`src/pkg/sfb_pkg.sv`:
```
// Constants, types and carriers shared by the serial firmware bootloader.
`default_nettype none
package sfb_pkg;
    // Characters seen on the byte link.
    localparam logic [7:0] CH_RESET  = 8'h19;  // Host request to restart the controller.
    localparam logic [7:0] CH_COLON  = 8'h3a;  // Start of a hex record.
    localparam logic [7:0] CH_DISARM = 8'h7a;  // Lock-state query.
    localparam logic [7:0] CH_CR     = 8'h0d;  // Carriage return.
    localparam logic [7:0] CH_LF     = 8'h0a;  // Line feed.
    localparam logic [7:0] CH_O      = 8'h4f;  // First acknowledge letter.
    localparam logic [7:0] CH_K      = 8'h6b;  // Second acknowledge letter.
    localparam logic [7:0] CH_U      = 8'h55;  // Unlocked answer.
    localparam logic [7:0] CH_L      = 8'h4c;  // Locked answer.
    // Record types that the loader knows.
    localparam logic [7:0] REC_DATA  = 8'h00;
    // Byte positions inside a record.
    localparam logic [8:0] POS_LEN   = 9'h000;
    localparam logic [8:0] POS_AHI   = 9'h001;
    localparam logic [8:0] POS_ALO   = 9'h002;
    localparam logic [8:0] POS_TYPE  = 9'h003;
    localparam logic [8:0] POS_DATA  = 9'h004;
    // Bootloader window timing.
    localparam int unsigned CLK_MHZ  = 200;
    localparam int unsigned WIN_MS   = 3000;
    localparam int unsigned WIN_CYC  = WIN_MS * 1000 * CLK_MHZ;
    localparam int unsigned DATA_MAX = 256;
    // Main sequencer states.
    typedef enum logic [1:0] {ST_HUNT, ST_HEX, ST_WRITE, ST_REPLY} sfb_state_e;
    // Kinds of text reply.
    typedef enum logic [1:0] {REP_OK, REP_UNL, REP_LCK} sfb_rep_e;
    // Program memory write beat.
    typedef struct packed {
        logic        en;
        logic [15:0] addr;
        logic [7:0]  data;
    } sfb_pm_wr_s;
endpackage : sfb_pkg
`default_nettype wire

```
`src/design/sfb_loader.sv`:
```
// Bootloader record receiver, program writer and restart sequencer.
`default_nettype none
// Summary of operation
// - Byte 0x19 restarts the microcontroller
// - Window opens after every reset
// - Colon starts a new record while the window is open
// - Good record answered with Ok CR LF
// - Record data overwrites program memory
// - Silence ends window unless data was loaded
// - Disarm query answers U when unlocked
// - After load restart and restore interval
// - Every reply line ends CR LF
module sfb_loader #(
    parameter int unsigned WIN_CYC = sfb_pkg::WIN_CYC
) (
    // Clock, reset and enable.
    input  wire logic               clock,
    input  wire logic               resetn,
    input  wire logic               clk_en,
    // Lock switch, high when unlocked.
    input  wire logic               unlocked,
    // Received byte stream.
    input  wire logic               rx_valid,
    input  wire logic [7:0]         rx_data,
    output logic                    rx_ready,
    // Reply byte stream.
    output logic                    tx_valid,
    output logic [7:0]              tx_data,
    input  wire logic               tx_ready,
    // Program memory and system control.
    output sfb_pkg::sfb_pm_wr_s     pm_wr,
    output logic                    mcu_reset,
    output logic                    ivl_restore,
    output logic                    boot_open
);
    logic                rst_meta_r;      // First reset release stage.
    logic                rstn_s;          // Released reset for the design.
    sfb_pkg::sfb_state_e state_r;         // Sequencer state.
    sfb_pkg::sfb_rep_e   rep_r;           // Reply being sent.
    logic [1:0]          ridx_r;          // Reply character index.
    logic [8:0]          bidx_r;          // Byte index inside the record.
    logic [7:0]          len_r;           // Data byte count.
    logic [7:0]          type_r;          // Record type.
    logic [15:0]         addr_r;          // Load address.
    logic [7:0]          sum_r;           // Running checksum.
    logic                hi_r;            // High nibble held.
    logic [3:0]          hnib_r;          // Held high nibble.
    logic [7:0]          widx_r;          // Write index.
    logic [31:0]         tmr_r;           // Window silence counter.
    logic                loaded_r;        // Data written since last restart.
    logic [7:0]          dbuf [sfb_pkg::DATA_MAX];  // Record payload.
    logic                buf_ready_w;     // Reply buffer accepts.
    logic                take_w;          // A byte is consumed.
    logic                is_dig_w;        // Decimal digit.
    logic                is_uc_w;         // Upper case hex letter.
    logic                is_lc_w;         // Lower case hex letter.
    logic                hex_w;           // Any hex digit.
    logic [3:0]          nib_w;           // Nibble value.
    logic [7:0]          byte_w;          // Completed byte.
    logic                done_w;          // Byte completes now.
    logic                last_w;          // Completed byte is the checksum.
    logic                sum_ok_w;        // Record sums to zero.
    logic                good_w;          // Record accepted.
    logic                rst_cmd_w;       // Restart byte taken.
    logic                expire_w;        // Window ran out.
    logic                push_w;          // Reply char pushed.
    logic [7:0]          tx_char_w;       // Reply char.
    logic                lf_w;            // Reply char ends the line.
    sfb_pkg::sfb_state_e nxt_w;           // Next state.

    ////////////////////////////////////////////////////////////////////////////
    // Reset is released through two flops so no flop sees a ragged release.
    always_ff @(posedge clock or negedge resetn) begin
        if (!resetn) begin
            rst_meta_r <= 1'b0;
            rstn_s     <= 1'b0;
        end else begin
            rst_meta_r <= 1'b1;
            rstn_s     <= rst_meta_r;
        end
    end

    ////////////////////////////////////////////////////////////////////////////
    // Character decode.
    assign take_w    = rx_valid && rx_ready;
    assign is_dig_w  = rx_data >= 8'h30 && rx_data <= 8'h39;
    assign is_uc_w   = rx_data >= 8'h41 && rx_data <= 8'h46;
    assign is_lc_w   = rx_data >= 8'h61 && rx_data <= 8'h66;
    assign hex_w     = is_dig_w || is_uc_w || is_lc_w;
    assign nib_w     = is_dig_w ? rx_data[3:0] : 4'(rx_data[3:0] + 4'h9);
    assign byte_w    = {hnib_r, nib_w};
    assign done_w    = take_w && state_r == sfb_pkg::ST_HEX && hex_w && hi_r;
    assign last_w    = bidx_r == 9'({1'b0, len_r} + sfb_pkg::POS_DATA);
    assign sum_ok_w  = 8'(sum_r + byte_w) == 8'h00;
    // Checksum checked before program memory is written.
    assign good_w    = done_w && last_w && sum_ok_w && unlocked;
    assign rst_cmd_w = take_w && rx_data == sfb_pkg::CH_RESET;
    assign expire_w  = boot_open && tmr_r == WIN_CYC - 1;

    // Reply text; every line closes with CR then LF.
    assign tx_char_w = ridx_r == 2'd3 ? sfb_pkg::CH_LF :
                       ridx_r == 2'd2 ? sfb_pkg::CH_CR :
                       rep_r == sfb_pkg::REP_OK ?
                           (ridx_r == 2'd0 ? sfb_pkg::CH_O : sfb_pkg::CH_K) :
                       rep_r == sfb_pkg::REP_UNL ? sfb_pkg::CH_U : sfb_pkg::CH_L;
    assign push_w    = state_r == sfb_pkg::ST_REPLY && buf_ready_w;
    assign lf_w      = tx_char_w == sfb_pkg::CH_LF;

    ////////////////////////////////////////////////////////////////////////////
    // Next state.  The restart byte wins over any partly received record.
    always_comb begin
        nxt_w = state_r;
        unique case (state_r)
            sfb_pkg::ST_HUNT: begin
                // Records only count while the window is open.
                if (take_w && rx_data == sfb_pkg::CH_COLON && boot_open) begin
                    nxt_w = sfb_pkg::ST_HEX;
                end else if (take_w && rx_data == sfb_pkg::CH_DISARM) begin
                    nxt_w = sfb_pkg::ST_REPLY;
                end
            end
            sfb_pkg::ST_HEX: begin
                if (take_w && !hex_w && rx_data != sfb_pkg::CH_COLON) begin
                    nxt_w = sfb_pkg::ST_HUNT;
                end else if (done_w && last_w) begin
                    if (!good_w) begin
                        nxt_w = sfb_pkg::ST_HUNT;
                    end else if (type_r == sfb_pkg::REC_DATA && len_r != 8'h00) begin
                        nxt_w = sfb_pkg::ST_WRITE;
                    end else begin
                        nxt_w = sfb_pkg::ST_REPLY;
                    end
                end
            end
            sfb_pkg::ST_WRITE: begin
                if (widx_r == 8'(len_r - 8'h01)) begin
                    nxt_w = sfb_pkg::ST_REPLY;
                end
            end
            sfb_pkg::ST_REPLY: begin
                if (push_w && lf_w) begin
                    nxt_w = sfb_pkg::ST_HUNT;
                end
            end
        endcase
        if (rst_cmd_w) begin
            nxt_w = sfb_pkg::ST_HUNT;
        end
    end

    ////////////////////////////////////////////////////////////////////////////
    // Sequencer, input flow control and reply selection.
    always_ff @(posedge clock or negedge rstn_s) begin
        if (!rstn_s) begin
            state_r  <= sfb_pkg::ST_HUNT;
            rx_ready <= 1'b0;
            rep_r    <= sfb_pkg::REP_OK;
            ridx_r   <= 2'd0;
        end else if (clk_en) begin
            state_r  <= nxt_w;
            // Input stalls while writing or answering, as the host waits anyway.
            rx_ready <= nxt_w == sfb_pkg::ST_HUNT || nxt_w == sfb_pkg::ST_HEX;
            if (state_r != sfb_pkg::ST_REPLY) begin
                // Ok replies use all four slots, lock answers skip one.
                rep_r  <= state_r == sfb_pkg::ST_HUNT ?
                          (unlocked ? sfb_pkg::REP_UNL : sfb_pkg::REP_LCK) : sfb_pkg::REP_OK;
                ridx_r <= state_r == sfb_pkg::ST_HUNT ? 2'd1 : 2'd0;
            end else if (push_w) begin
                ridx_r <= ridx_r + 2'd1;
            end
        end
    end

    ////////////////////////////////////////////////////////////////////////////
    // Record field capture; a colon always restarts the byte count.
    always_ff @(posedge clock or negedge rstn_s) begin
        if (!rstn_s) begin
            bidx_r <= 9'h000;
            len_r  <= 8'h00;
            type_r <= 8'h00;
            addr_r <= 16'h0000;
            sum_r  <= 8'h00;
            hi_r   <= 1'b0;
            hnib_r <= 4'h0;
        end else if (clk_en && take_w) begin
            if (rx_data == sfb_pkg::CH_COLON) begin
                bidx_r <= 9'h000;
                len_r  <= 8'h00;
                sum_r  <= 8'h00;
                hi_r   <= 1'b0;
            end else if (hex_w && !hi_r) begin
                hnib_r <= nib_w;
                hi_r   <= 1'b1;
            end else if (done_w) begin
                hi_r   <= 1'b0;
                sum_r  <= 8'(sum_r + byte_w);
                bidx_r <= 9'(bidx_r + 9'h001);
                if (bidx_r == sfb_pkg::POS_LEN) len_r <= byte_w;
                if (bidx_r == sfb_pkg::POS_AHI) addr_r[15:8] <= byte_w;
                if (bidx_r == sfb_pkg::POS_ALO) addr_r[7:0] <= byte_w;
                if (bidx_r == sfb_pkg::POS_TYPE) type_r <= byte_w;
            end
        end
    end

    // Payload store; no reset needed since it is read only after filling.
    always_ff @(posedge clock) begin
        if (clk_en && done_w && bidx_r >= sfb_pkg::POS_DATA && !last_w) begin
            dbuf[8'(bidx_r - sfb_pkg::POS_DATA)] <= byte_w;
        end
    end

    ////////////////////////////////////////////////////////////////////////////
    // Program memory writes, one byte a cycle, only after the checksum passed.
    always_ff @(posedge clock or negedge rstn_s) begin
        if (!rstn_s) begin
            pm_wr  <= '0;
            widx_r <= 8'h00;
        end else if (clk_en) begin
            pm_wr.en   <= state_r == sfb_pkg::ST_WRITE;
            pm_wr.addr <= 16'(addr_r + {8'h00, widx_r});
            pm_wr.data <= dbuf[widx_r];
            widx_r     <= state_r == sfb_pkg::ST_WRITE ? 8'(widx_r + 8'h01) : 8'h00;
        end
    end

    ////////////////////////////////////////////////////////////////////////////
    // Window timer and restart; a restart always reopens the window.
    always_ff @(posedge clock or negedge rstn_s) begin
        if (!rstn_s) begin
            boot_open   <= 1'b1;
            tmr_r       <= 32'h0000_0000;
            loaded_r    <= 1'b0;
            mcu_reset   <= 1'b0;
            ivl_restore <= 1'b0;
        end else if (clk_en) begin
            mcu_reset   <= rst_cmd_w || (expire_w && loaded_r);
            ivl_restore <= !rst_cmd_w && expire_w && loaded_r;
            if (rst_cmd_w || (expire_w && loaded_r)) begin
                boot_open <= 1'b1;
                tmr_r     <= 32'h0000_0000;
                loaded_r  <= 1'b0;
            end else if (expire_w) begin
                boot_open <= 1'b0;
            end else begin
                tmr_r    <= good_w ? 32'h0000_0000 : tmr_r + 32'h0000_0001;
                loaded_r <= loaded_r || pm_wr.en;
            end
        end
    end

    // Reply path buffer absorbs a stalled host.
    sfb_reply_buf u_buf (
        .clock     (clock),
        .rstn      (rstn_s),
        .clk_en    (clk_en),
        .in_valid  (push_w),
        .in_data   (tx_char_w),
        .in_ready  (buf_ready_w),
        .out_valid (tx_valid),
        .out_data  (tx_data),
        .out_ready (tx_ready)
    );
endmodule : sfb_loader
`default_nettype wire

```
`src/design/sfb_reply_buf.sv`:
```
// Two-entry reply buffer with valid and ready on both sides.
`default_nettype none
module sfb_reply_buf (
    // Clock and reset.
    input  wire logic       clock,
    input  wire logic       rstn,
    input  wire logic       clk_en,
    // Filling side.
    input  wire logic       in_valid,
    input  wire logic [7:0] in_data,
    output logic            in_ready,
    // Draining side.
    output logic            out_valid,
    output logic [7:0]      out_data,
    input  wire logic       out_ready
);
    logic [7:0] skid_d_r;  // Second entry, used only while the drain stalls.
    logic       skid_v_r;  // Second entry holds a word.
    logic       drain_w;   // Head may be replaced this cycle.
    logic       push_w;    // A word is accepted this cycle.

    assign in_ready = !skid_v_r;
    assign drain_w  = out_ready || !out_valid;
    assign push_w   = in_valid && !skid_v_r;

    ////////////////////////////////////////////////////////////////////////////
    // The head stays registered so the port never sees a mux, at the cost of
    // one extra cycle of latency through the buffer.
    always_ff @(posedge clock or negedge rstn) begin
        if (!rstn) begin
            out_valid <= 1'b0;
            out_data  <= 8'h00;
            skid_v_r  <= 1'b0;
            skid_d_r  <= 8'h00;
        end else if (clk_en) begin
            if (drain_w) begin
                // Older word in the second entry always leaves first.
                if (skid_v_r) begin
                    out_data  <= skid_d_r;
                    out_valid <= 1'b1;
                    skid_v_r  <= 1'b0;
                end else begin
                    out_data  <= in_data;
                    out_valid <= push_w;
                end
            end else if (push_w) begin
                // Receiver stalls: park the word rather than lose it.
                skid_d_r <= in_data;
                skid_v_r <= 1'b1;
            end
        end
    end
endmodule : sfb_reply_buf
`default_nettype wire

```
`config.mk`:
```
export PLATFORM = sky130hd
export DESIGN_NAME = sfb_loader
export DESIGN_NICKNAME = d
export VERILOG_FILES = /design/src/pkg/sfb_pkg.sv /design/src/design/sfb_loader.sv /design/src/design/sfb_reply_buf.sv
export SDC_FILE = /design/constraint.sdc
export NUM_CORES = 2
export LEC_CHECK = 0
export BUFFER_PORTS_ARGS = -buffer_cell sky130_fd_sc_hd__clkbuf_2
export CORE_AREA = 3 3 406 408
export CTS_BUF_LIST = sky130_fd_sc_hd__clkbuf_8 sky130_fd_sc_hd__clkbuf_16
export DETAILED_ROUTE_END_ITERATION = 10
export DIE_AREA = 0 0 409 411
export GPL_ROUTABILITY_DRIVEN = 0
export PLACE_DENSITY_LB_ADDON = 0.2
export RECOVER_POWER = 50
export SYNTH_ARGS = -nofsm -noshare
export SYNTH_HDL_FRONTEND = slang
export SYNTH_SLANG_ARGS = --single-unit
```
`constraint.sdc`:
```
create_clock -name clock -period 5.7 [get_ports clock]
set_input_delay 0.285 -clock clock [delete_from_list [all_inputs] [get_ports clock]]
set_output_delay 0.285 -clock clock [all_outputs]
set_load 0.1 [all_outputs]
```
# --- Word level (Yosys, flattened, before mapping) ---
# Memory sizes are Yosys's and may differ from the RTL's. A register that Yosys moved wholly into a read port is not among the register bits.
# Index checks and enable logic that the tools add are counted.
word_totals:
  register_bits: 142
  ram_bits: 2048
  inputBits: 14
  out_inout_bits: 38
  word_cells: 186
  n_memories: 1
mem_list:
  columns: ["name", "depth", "width", "read_ports", "rd_ports_with_merged_regs", "wr", "line", "text"]
  rows:
  - ["dbuf", 256, 8, 1, 1, 1, "sfb_loader.sv:51", "logic [7:0] dbuf [sfb_pkg::DATA_MAX];"]
op_classes:
  add_sub_neg: 10
  magnitude_cmp: 7
  eq_ne: 21
  muxes: 48
  n_bitwise: 3
  reduce_logical: 70
op_table:
  columns: ["op", "count"]
  rows:
  - ["32-bit two-way mux", 3]
  - ["8-bit two-way mux", 9]
  - ["32-bit by 1-bit adder with 32-bit output, second input constant", 1]
  - ["32-bit by 30-bit equality test with 1-bit output, second input constant", 1]
  - ["1-bit logical AND", 29]
  - ["9-bit two-way mux", 3]
  - ["2-bit two-way mux", 12]
  - ["9-bit by 2-bit equality test with 1-bit output, second input constant", 2]
  - ["16-bit by 8-bit adder with 16-bit output", 1]
  - ["8-bit by 7-bit greater-or-equal comparator with 1-bit output, second input constant", 2]
  - ["8-bit by 7-bit less-or-equal comparator with 1-bit output, second input constant", 2]
  - ["8-bit logical NOT", 2]
  - ["5-bit AND reduction", 3]
  - ["1-bit two-way mux", 14]
  - ["7-bit two-way mux", 2]
  - ["2-bit AND reduction", 7]
  - ["6-bit two-way mux", 2]
  - ["2-bit nonzero test", 5]
  - ["8-bit by 3-bit adder with 9-bit output, second input constant", 1]
  - ["9-bit by 1-bit adder with 9-bit output, second input constant", 1]
  - ["9-bit by 1-bit equality test with 1-bit output, second input constant", 1]
  - ["9-bit equality test", 1]
  - ["9-bit by 3-bit greater-or-equal comparator with 1-bit output, second input constant", 1]
  - ["9-bit logical NOT", 1]
  - ["29 further kinds", 53]

# --- Depth between registers and ports, before layout ---
depth:
  ltp_word: 16
  mapped_depth: 17
  ltp_nobuf: 16

# --- Cells and area by module ---
# Synthesis repeated with hierarchy kept, for this count alone.
hier_totals:
  cells_unflattened: 4833
  hier_area_um2: 88753.9
by_module_without_submodules:
  columns: ["module", "instances", "cells_per_inst", "area_each_um2", "seq_area_each_um2"]
  rows:
  - ["sfb_loader", 1, 4770, 87964.4, 64803.4]
  - ["sfb_reply_buf", 1, 63, 789.5, 450.4]

# --- Least setup slack after synthesis ---
# OpenSTA, ideal clock, no wires.
synth_timing:
  path_type: "input to register"
  startpoint: "input port rx_data[1]"
  endpoint: "register state_r[1]"
  setup_time_ps: 118
  t_arrival_ps: 11553
  required_time_ps: 5582
  setup_slack_ps: -5972
  path_stages: 17
  n_path_buf: 2
  cell_sequence: "inv_1 > ha_1 > nor2_1 > o21ai_0 > and3_1 > nand2b_1 > xnor2_1 > ha_1 > or2_2 > and3_1 > clkbuf_1 > mux2_2 > a21boi_0 > o2111ai_1 > clkbuf_1 > a21oi_1 > a21o_1"
synth_via:
  elab_cells_between_ends: 38
  cone_classes: "2 x add/sub; 6 x order compare; 4 x eq/ne; 8 x mux; 18 x reduce/logical"
synth_rtl:
  columns: ["element", "line", "text"]
  rows:
  - ["start, declared", "sfb_loader.sv:24", "input wire logic [7:0] rx_data,"]
  - ["8-bit by 6-bit greater-or-equal comparator with 1-bit output / 8-bit by 6-bit less-or-equal comparator with 1-bit output (equally long branches)", "sfb_loader.sv:86", "assign is_dig_w = rx_data >= 8'h30 && rx_data <= 8'h39;"]
  - ["1-bit logical AND", "sfb_loader.sv:86", null]
  - ["4-bit two-way mux (*)", "sfb_loader.sv:90", "assign nib_w = is_dig_w ? rx_data[3:0] : 4'(rx_data[3:0] + 4'h9);"]
  - ["net nib_w[2]", "sfb_loader.sv:58", "logic [3:0] nib_w;"]
  - ["8-bit adder (*)", "sfb_loader.sv:94", "assign sum_ok_w = 8'(sum_r + byte_w) == 8'h00;"]
  - ["8-bit logical NOT (*)", "sfb_loader.sv:94", null]
  - ["1-bit logical AND (*) (2 in a row)", "sfb_loader.sv:96", "assign good_w = done_w && last_w && sum_ok_w && unlocked;"]
  - ["2-bit two-way mux (*)", "sfb_loader.sv:126", "if (!good_w) begin"]
  - ["2-bit two-way mux (*)", "sfb_loader.sv:125", "end else if (done_w && last_w) begin"]
  - ["2-bit two-way mux (*)", "sfb_loader.sv:123", "if (take_w && !hex_w && rx_data != sfb_pkg::CH_COLON) begin"]
  - ["2-bit one-hot mux with 4 select lines (*)", "sfb_loader.sv:113", "unique case (state_r)"]
  - ["2-bit two-way mux (*)", "sfb_loader.sv:146", "if (rst_cmd_w) begin"]
  - ["end signal, assigned", "sfb_loader.sv:155", "state_r <= sfb_pkg::ST_HUNT;"]
  - ["end signal, assigned", "sfb_loader.sv:160", "state_r <= nxt_w;"]
  - ["end, declared", "sfb_loader.sv:38", "sfb_pkg::sfb_state_e state_r;"]
# The timed path passes the listed nets; every way through them passes the cells marked *.
# A chain may end at the register's enable or synchronous reset.

# --- Worst setup path after layout ---
layout_timing:
  startpoint: "register hnib_r[1]"
  endpoint: "memory dbuf[76][5], data pin"
layout_rtl:
  columns: ["element", "line", "text"]
  rows:
  - ["start, declared", "sfb_loader.sv:47", "logic [3:0] hnib_r;"]
  - ["start signal, assigned", "sfb_loader.sv:192", "hnib_r <= nib_w;"]
  - ["end, declared", "sfb_loader.sv:51", null]
# Straight into the memory's write port.

==> impl_summary.log <==
[metrics] hold-fix buffer count after cts: 8
[metrics] Critical Path Fanout Max: 191
[metrics] antenna-violating nets left: 0
[metrics] CP top delay family: buffers and inverters
[metrics] Layout Nets: 4905
[metrics] mux contribution to synthesized area: 14.41%
[metrics] maximum buffer depth of the clock tree: 3
[metrics] fillers: 11620
[metrics] run status: finished, violations left
[metrics] clock tree sinks: 2196
[metrics] synth cell count leaders: 2048 x sky130_fd_sc_hd__edfxtp_1, 411 x sky130_fd_sc_hd__mux4_2, 356 x sky130_fd_sc_hd__nor2_1, 308 x sky130_fd_sc_hd__mux2i_1
[metrics] endpoint kind of the worst setup timing path: flip-flop
[metrics] final count of pins violating max slew: 949
[metrics] Max Cap Violations: 11
[metrics] number of enable-type register cells in the synthesized netlist: 2048
[metrics] via count of the first global-routing pass: 45620
[metrics] Via-to-Cell Ratio: 6.505
[metrics] Critical Path, Cell by Cell: buf_2
[metrics] failing checks: capacitance limit, slew limit
[metrics] maximum number of pins on one net before global-route repair: 197
[metrics] floorplan row count: 148
[metrics] routed len/inst: 30.48 µm
[metrics] headroom to the max-slew limit: -160.0%
[metrics] Critical-path top delay cell: sky130_fd_sc_hd__buf_2
[metrics] Synth Net Count: 4803
[metrics] Resized cells post-CTS: 0
[metrics] Net Sw Frac: 27.32%
[metrics] transition time at the pin with the least slew margin: 3.900 ns
[metrics] vertical die dimension: 411 µm
[metrics] total routed wirelength: 219500 µm
[metrics] element type at the critical path start: flip-flop
[metrics] total core area: 0.1620 mm²
[metrics] number of buffers added for setup after CTS: 0
[metrics] detailed router's first-iteration violation count: 6441
[metrics] Hold Violations, Final: 0
[metrics] leakage power figure: 31.03 nW
[metrics] TritonCTS clock tree: built
[metrics] Synth Area in Compound Gates: 4.890%
[metrics] FMAX: 0.2094 GHz
[metrics] IO Port Bufs: 50
[metrics] type of the worst setup path: reg2reg
[metrics] PD cells: 408.9 mW/mm²
[metrics] area of the die: 0.1681 mm²
[metrics] Buf+Inv Stages, Crit Path: 1
[metrics] time the worst path needs with I/O delays and setup: 4.776 ns
[metrics] Synthesis Warnings: 0
[metrics] total gr overflow: 0
[metrics] global-route wire length before repair: 321300 µm
[metrics] predominant post-synthesis flop cell: sky130_fd_sc_hd__edfxtp_1
[metrics] Yosys top cell by area: sky130_fd_sc_hd__edfxtp_1
[metrics] largest stage delay on the critical path: 2.87 ns
[metrics] synthesized area per cell: 18.62 µm²
[metrics] cell types with the largest area share after synthesis: sky130_fd_sc_hd__edfxtp_1 69%, sky130_fd_sc_hd__mux4_2 10%, sky130_fd_sc_hd__dfrtp_1 4.2%, sky130_fd_sc_hd__mux2i_1 3.5%, sky130_fd_sc_hd__nor2_1 1.5%
[metrics] relative contribution of the clock network to total power: 32.9%
[metrics] Inserted Clock Buffers: 211
[metrics] starting density of the core: 54.62%
[metrics] insertion delay of the later-clocked pin in the worst-skew pair: 0.84 ns
[metrics] DRC violations left: 0
[metrics] peak supply drop: 0.0002726 V
[metrics] type of the worst min-delay path: in2reg
[metrics] share of the clock period used by the worst path after layout: 83.79%
[metrics] Logic pwr share: 18.1%
[metrics] library cell used as clock root buffer: sky130_fd_sc_hd__clkbuf_16
[metrics] final core area utilization: 60.25%
[metrics] Synth Instances: 4753
[metrics] Arrival @ worst endpoint: 4.82 ns
[metrics] sum of net half-perimeters after detailed placement: 130700 µm
[metrics] clock-pin slew on the worst setup and hold paths: 0.07 ns
[metrics] Synth Area in Adders: 0.5259%
[metrics] unrepaired setup endpoints after global routing: false
[metrics] Die X-Extent: 409 µm
[metrics] XOR/XNOR Fraction of Synth Area: 0.3365%
[metrics] antenna violations before repair: 7
[metrics] post-synthesis instance area: 0.08850 mm²
[metrics] portion of the post-synthesis area used by sequential elements: 73.68%
[metrics] Overall Global Routing Usage: 26.19%
[metrics] Pre-antenna DRT Iters: 6
[metrics] final setup vio count: 0
[metrics] setup slack of the most critical reg-to-reg path: 0.92 ns
[metrics] tightest hold margin: 0.1150 ns
[metrics] fraction of power consumed by sequential logic: 49.0%
[metrics] asr flop ratio synth: 6.740%
[metrics] vias: 46850
[metrics] data required time of the critical path: 5.75 ns
[metrics] storage element area: 0.06524 mm²
[metrics] H-Tree Depth: 4
[metrics] cell with the most instances after synthesis: sky130_fd_sc_hd__edfxtp_1
[metrics] flops & latches, synth: 2196
[metrics] number of different library cells in the post-synthesis netlist: 81
[metrics] area occupied by multi-input gates: 0.02175 mm²
[metrics] simple logic cell fraction of the synthesized area: 4.233%
[metrics] internal power contribution: 0.02901 W
[metrics] setup skew after layout: 0.02995 ns
[metrics] switching component of the power: 0.01091 W
[metrics] Ports: 52
[metrics] combinational family with the most area after synthesis: multiplexers
[metrics] area growth from synthesis to layout: 10.30%
[metrics] fraction of synthesized cell area taken by the top area cell type: 69.49%
[metrics] fraction of final layout cells sized beyond drive strength 1: 18.34%
==> cell usage in the layout (no fill, tap or decap), types with 12 or more instances in the layout <==
cell type / synthesis / layout
sky130_fd_sc_hd__dfrtp_1: 147 / 138
sky130_fd_sc_hd__nand3_1: 47 / 47
sky130_fd_sc_hd__a211oi_1: 27 / 27
sky130_fd_sc_hd__or3_1: 17 / 17
sky130_fd_sc_hd__nor4_1: 21 / 23
sky130_fd_sc_hd__a21oi_1: 104 / 104
sky130_fd_sc_hd__nand2_2: 8 / 21
sky130_fd_sc_hd__a22o_1: 12 / 12
sky130_fd_sc_hd__o221ai_1: 141 / 140
sky130_fd_sc_hd__xnor2_1: 22 / 22
sky130_fd_sc_hd__nand3b_1: 18 / 18
sky130_fd_sc_hd__and3_1: 37 / 37
sky130_fd_sc_hd__o21ai_0: 54 / 51
sky130_fd_sc_hd__buf_12: 0 / 12
sky130_fd_sc_hd__clkinv_1: 1 / 52
sky130_fd_sc_hd__a22oi_1: 14 / 14
sky130_fd_sc_hd__mux2i_1: 308 / 308
sky130_fd_sc_hd__nand2b_1: 20 / 18
sky130_fd_sc_hd__nor2_1: 356 / 356
sky130_fd_sc_hd__ha_1: 34 / 32
sky130_fd_sc_hd__nor3_1: 43 / 41
sky130_fd_sc_hd__clkbuf_2: 0 / 17
sky130_fd_sc_hd__clkinv_2: 0 / 39
sky130_fd_sc_hd__clkbuf_1: 130 / 46
sky130_fd_sc_hd__edfxtp_1: 2048 / 2048
sky130_fd_sc_hd__o22ai_1: 90 / 90
sky130_fd_sc_hd__a31oi_1: 58 / 58
sky130_fd_sc_hd__and2_1: 21 / 20
sky130_fd_sc_hd__nand4_1: 16 / 16
sky130_fd_sc_hd__nand2_1: 147 / 133
sky130_fd_sc_hd__buf_4: 38 / 86
sky130_fd_sc_hd__mux4_2: 411 / 411
sky130_fd_sc_hd__clkbuf_16: 0 / 212
sky130_fd_sc_hd__mux2_2: 37 / 35
sky130_fd_sc_hd__inv_1: 48 / 93
==> sequential cells by signal (all words and copies together), names as in the netlist, 2 cells and up <==
register        flops
bidx_r              9
tmr_r              32
len_r               8
pm_wr              25
ridx_r              2
u_buf.skid_d_r      7
u_buf.out_data      7
dbuf             2048
addr_r             16
state_r             2
hnib_r              4
widx_r              8
sum_r               8
rep_r               2
type_r              8
==> logic make-up (layout without fill, tap and decap cells) <==
logic type | Yosys count | count (layout)
mux | 756 | 756
xor+xnor | 34 | 34
flops | 2196 | 2196
simple gates | 797 | 797
fa+ha+maj | 36 | 36
compound gates | 601 | 601
other cells | 2 | 3
buf+inv | 331 | 604
==> area by class of cell <==
| type | count | area share [%] |
|---|---|---|
| Antenna cell | 1 | 0.002563 |
| Clock buffer | 216 | 5.491 |
| Clock inverter | 168 | 1.132 |
| Inverter | 50 | 0.2153 |
| Multi-Input combinational cell | 2226 | 22.29 |
| Tap cell | 2175 | 2.788 |
| Sequential cell | 2196 | 66.83 |
| Timing Repair Buffer | 170 | 1.259 |
==> power by group through the flow <==
stage	Combinational [W]	Sequential, W	Clock [W]
2_1_floorplan	0.00469	0.0204	0
3_3_place_gp	0.00722	0.0198	0
3_5_place_dp	0.00730	0.0198	0
4_1_cts	0.00731	0.0195	0.0133
5_1_grt	0.00767	0.0196	0.0139
6_report	0.00723	0.0195	0.0131
==> per-layer routing <==
layer / vias up / share of wire, % / track usage [%] / wire length (µm)
met4: 2 / 3.0 / 7.944 / 6516
met2: 2246 / 46 / 39.59 / 102000
li1: 19670 / - / - / -
met3: 337 / 9.6 / 5.479 / 21150
met5: - / 0.0059 / 0 / 13
met1: 24600 / 41 / 38.85 / 89850
==> worst paths after layout <==
path                       startpoint           to  depth (start not counted)
setup / recovery            hnib_r[1]  dbuf[76][5]                          1
hold / removal             rx_data[5]   state_r[0]                          5
setup reg to reg            hnib_r[1]  dbuf[76][5]                          1
hold reg to reg            rst_meta_r       rstn_s                          0
max in group asynchronous      rstn_s   state_r[1]                          1
min in group asynchronous      resetn   rst_meta_r                          3
==> stage by stage <==
step / worst slack (ns) / area, µm² / setup TNS [ns] / total power, W / cells
final: 0.9242 / 97620 / 0 / 0.03992 / 7202
after global routing: 0.7237 / 97610 / 0 / 0.04120 / 7201
after CTS: 1.484 / 97810 / 0 / 0.04007 / 7201
after detailed placement: 1.233 / 91260 / 0 / 0.02709 / 6809
after global placement: 1.271 / 91260 / 0 / 0.02698 / 6809
after floorplan: -0.2427 / 88690 / -6.848 / 0.02508 / 4753
No activity file was read; power rests on OpenSTA's default activity.
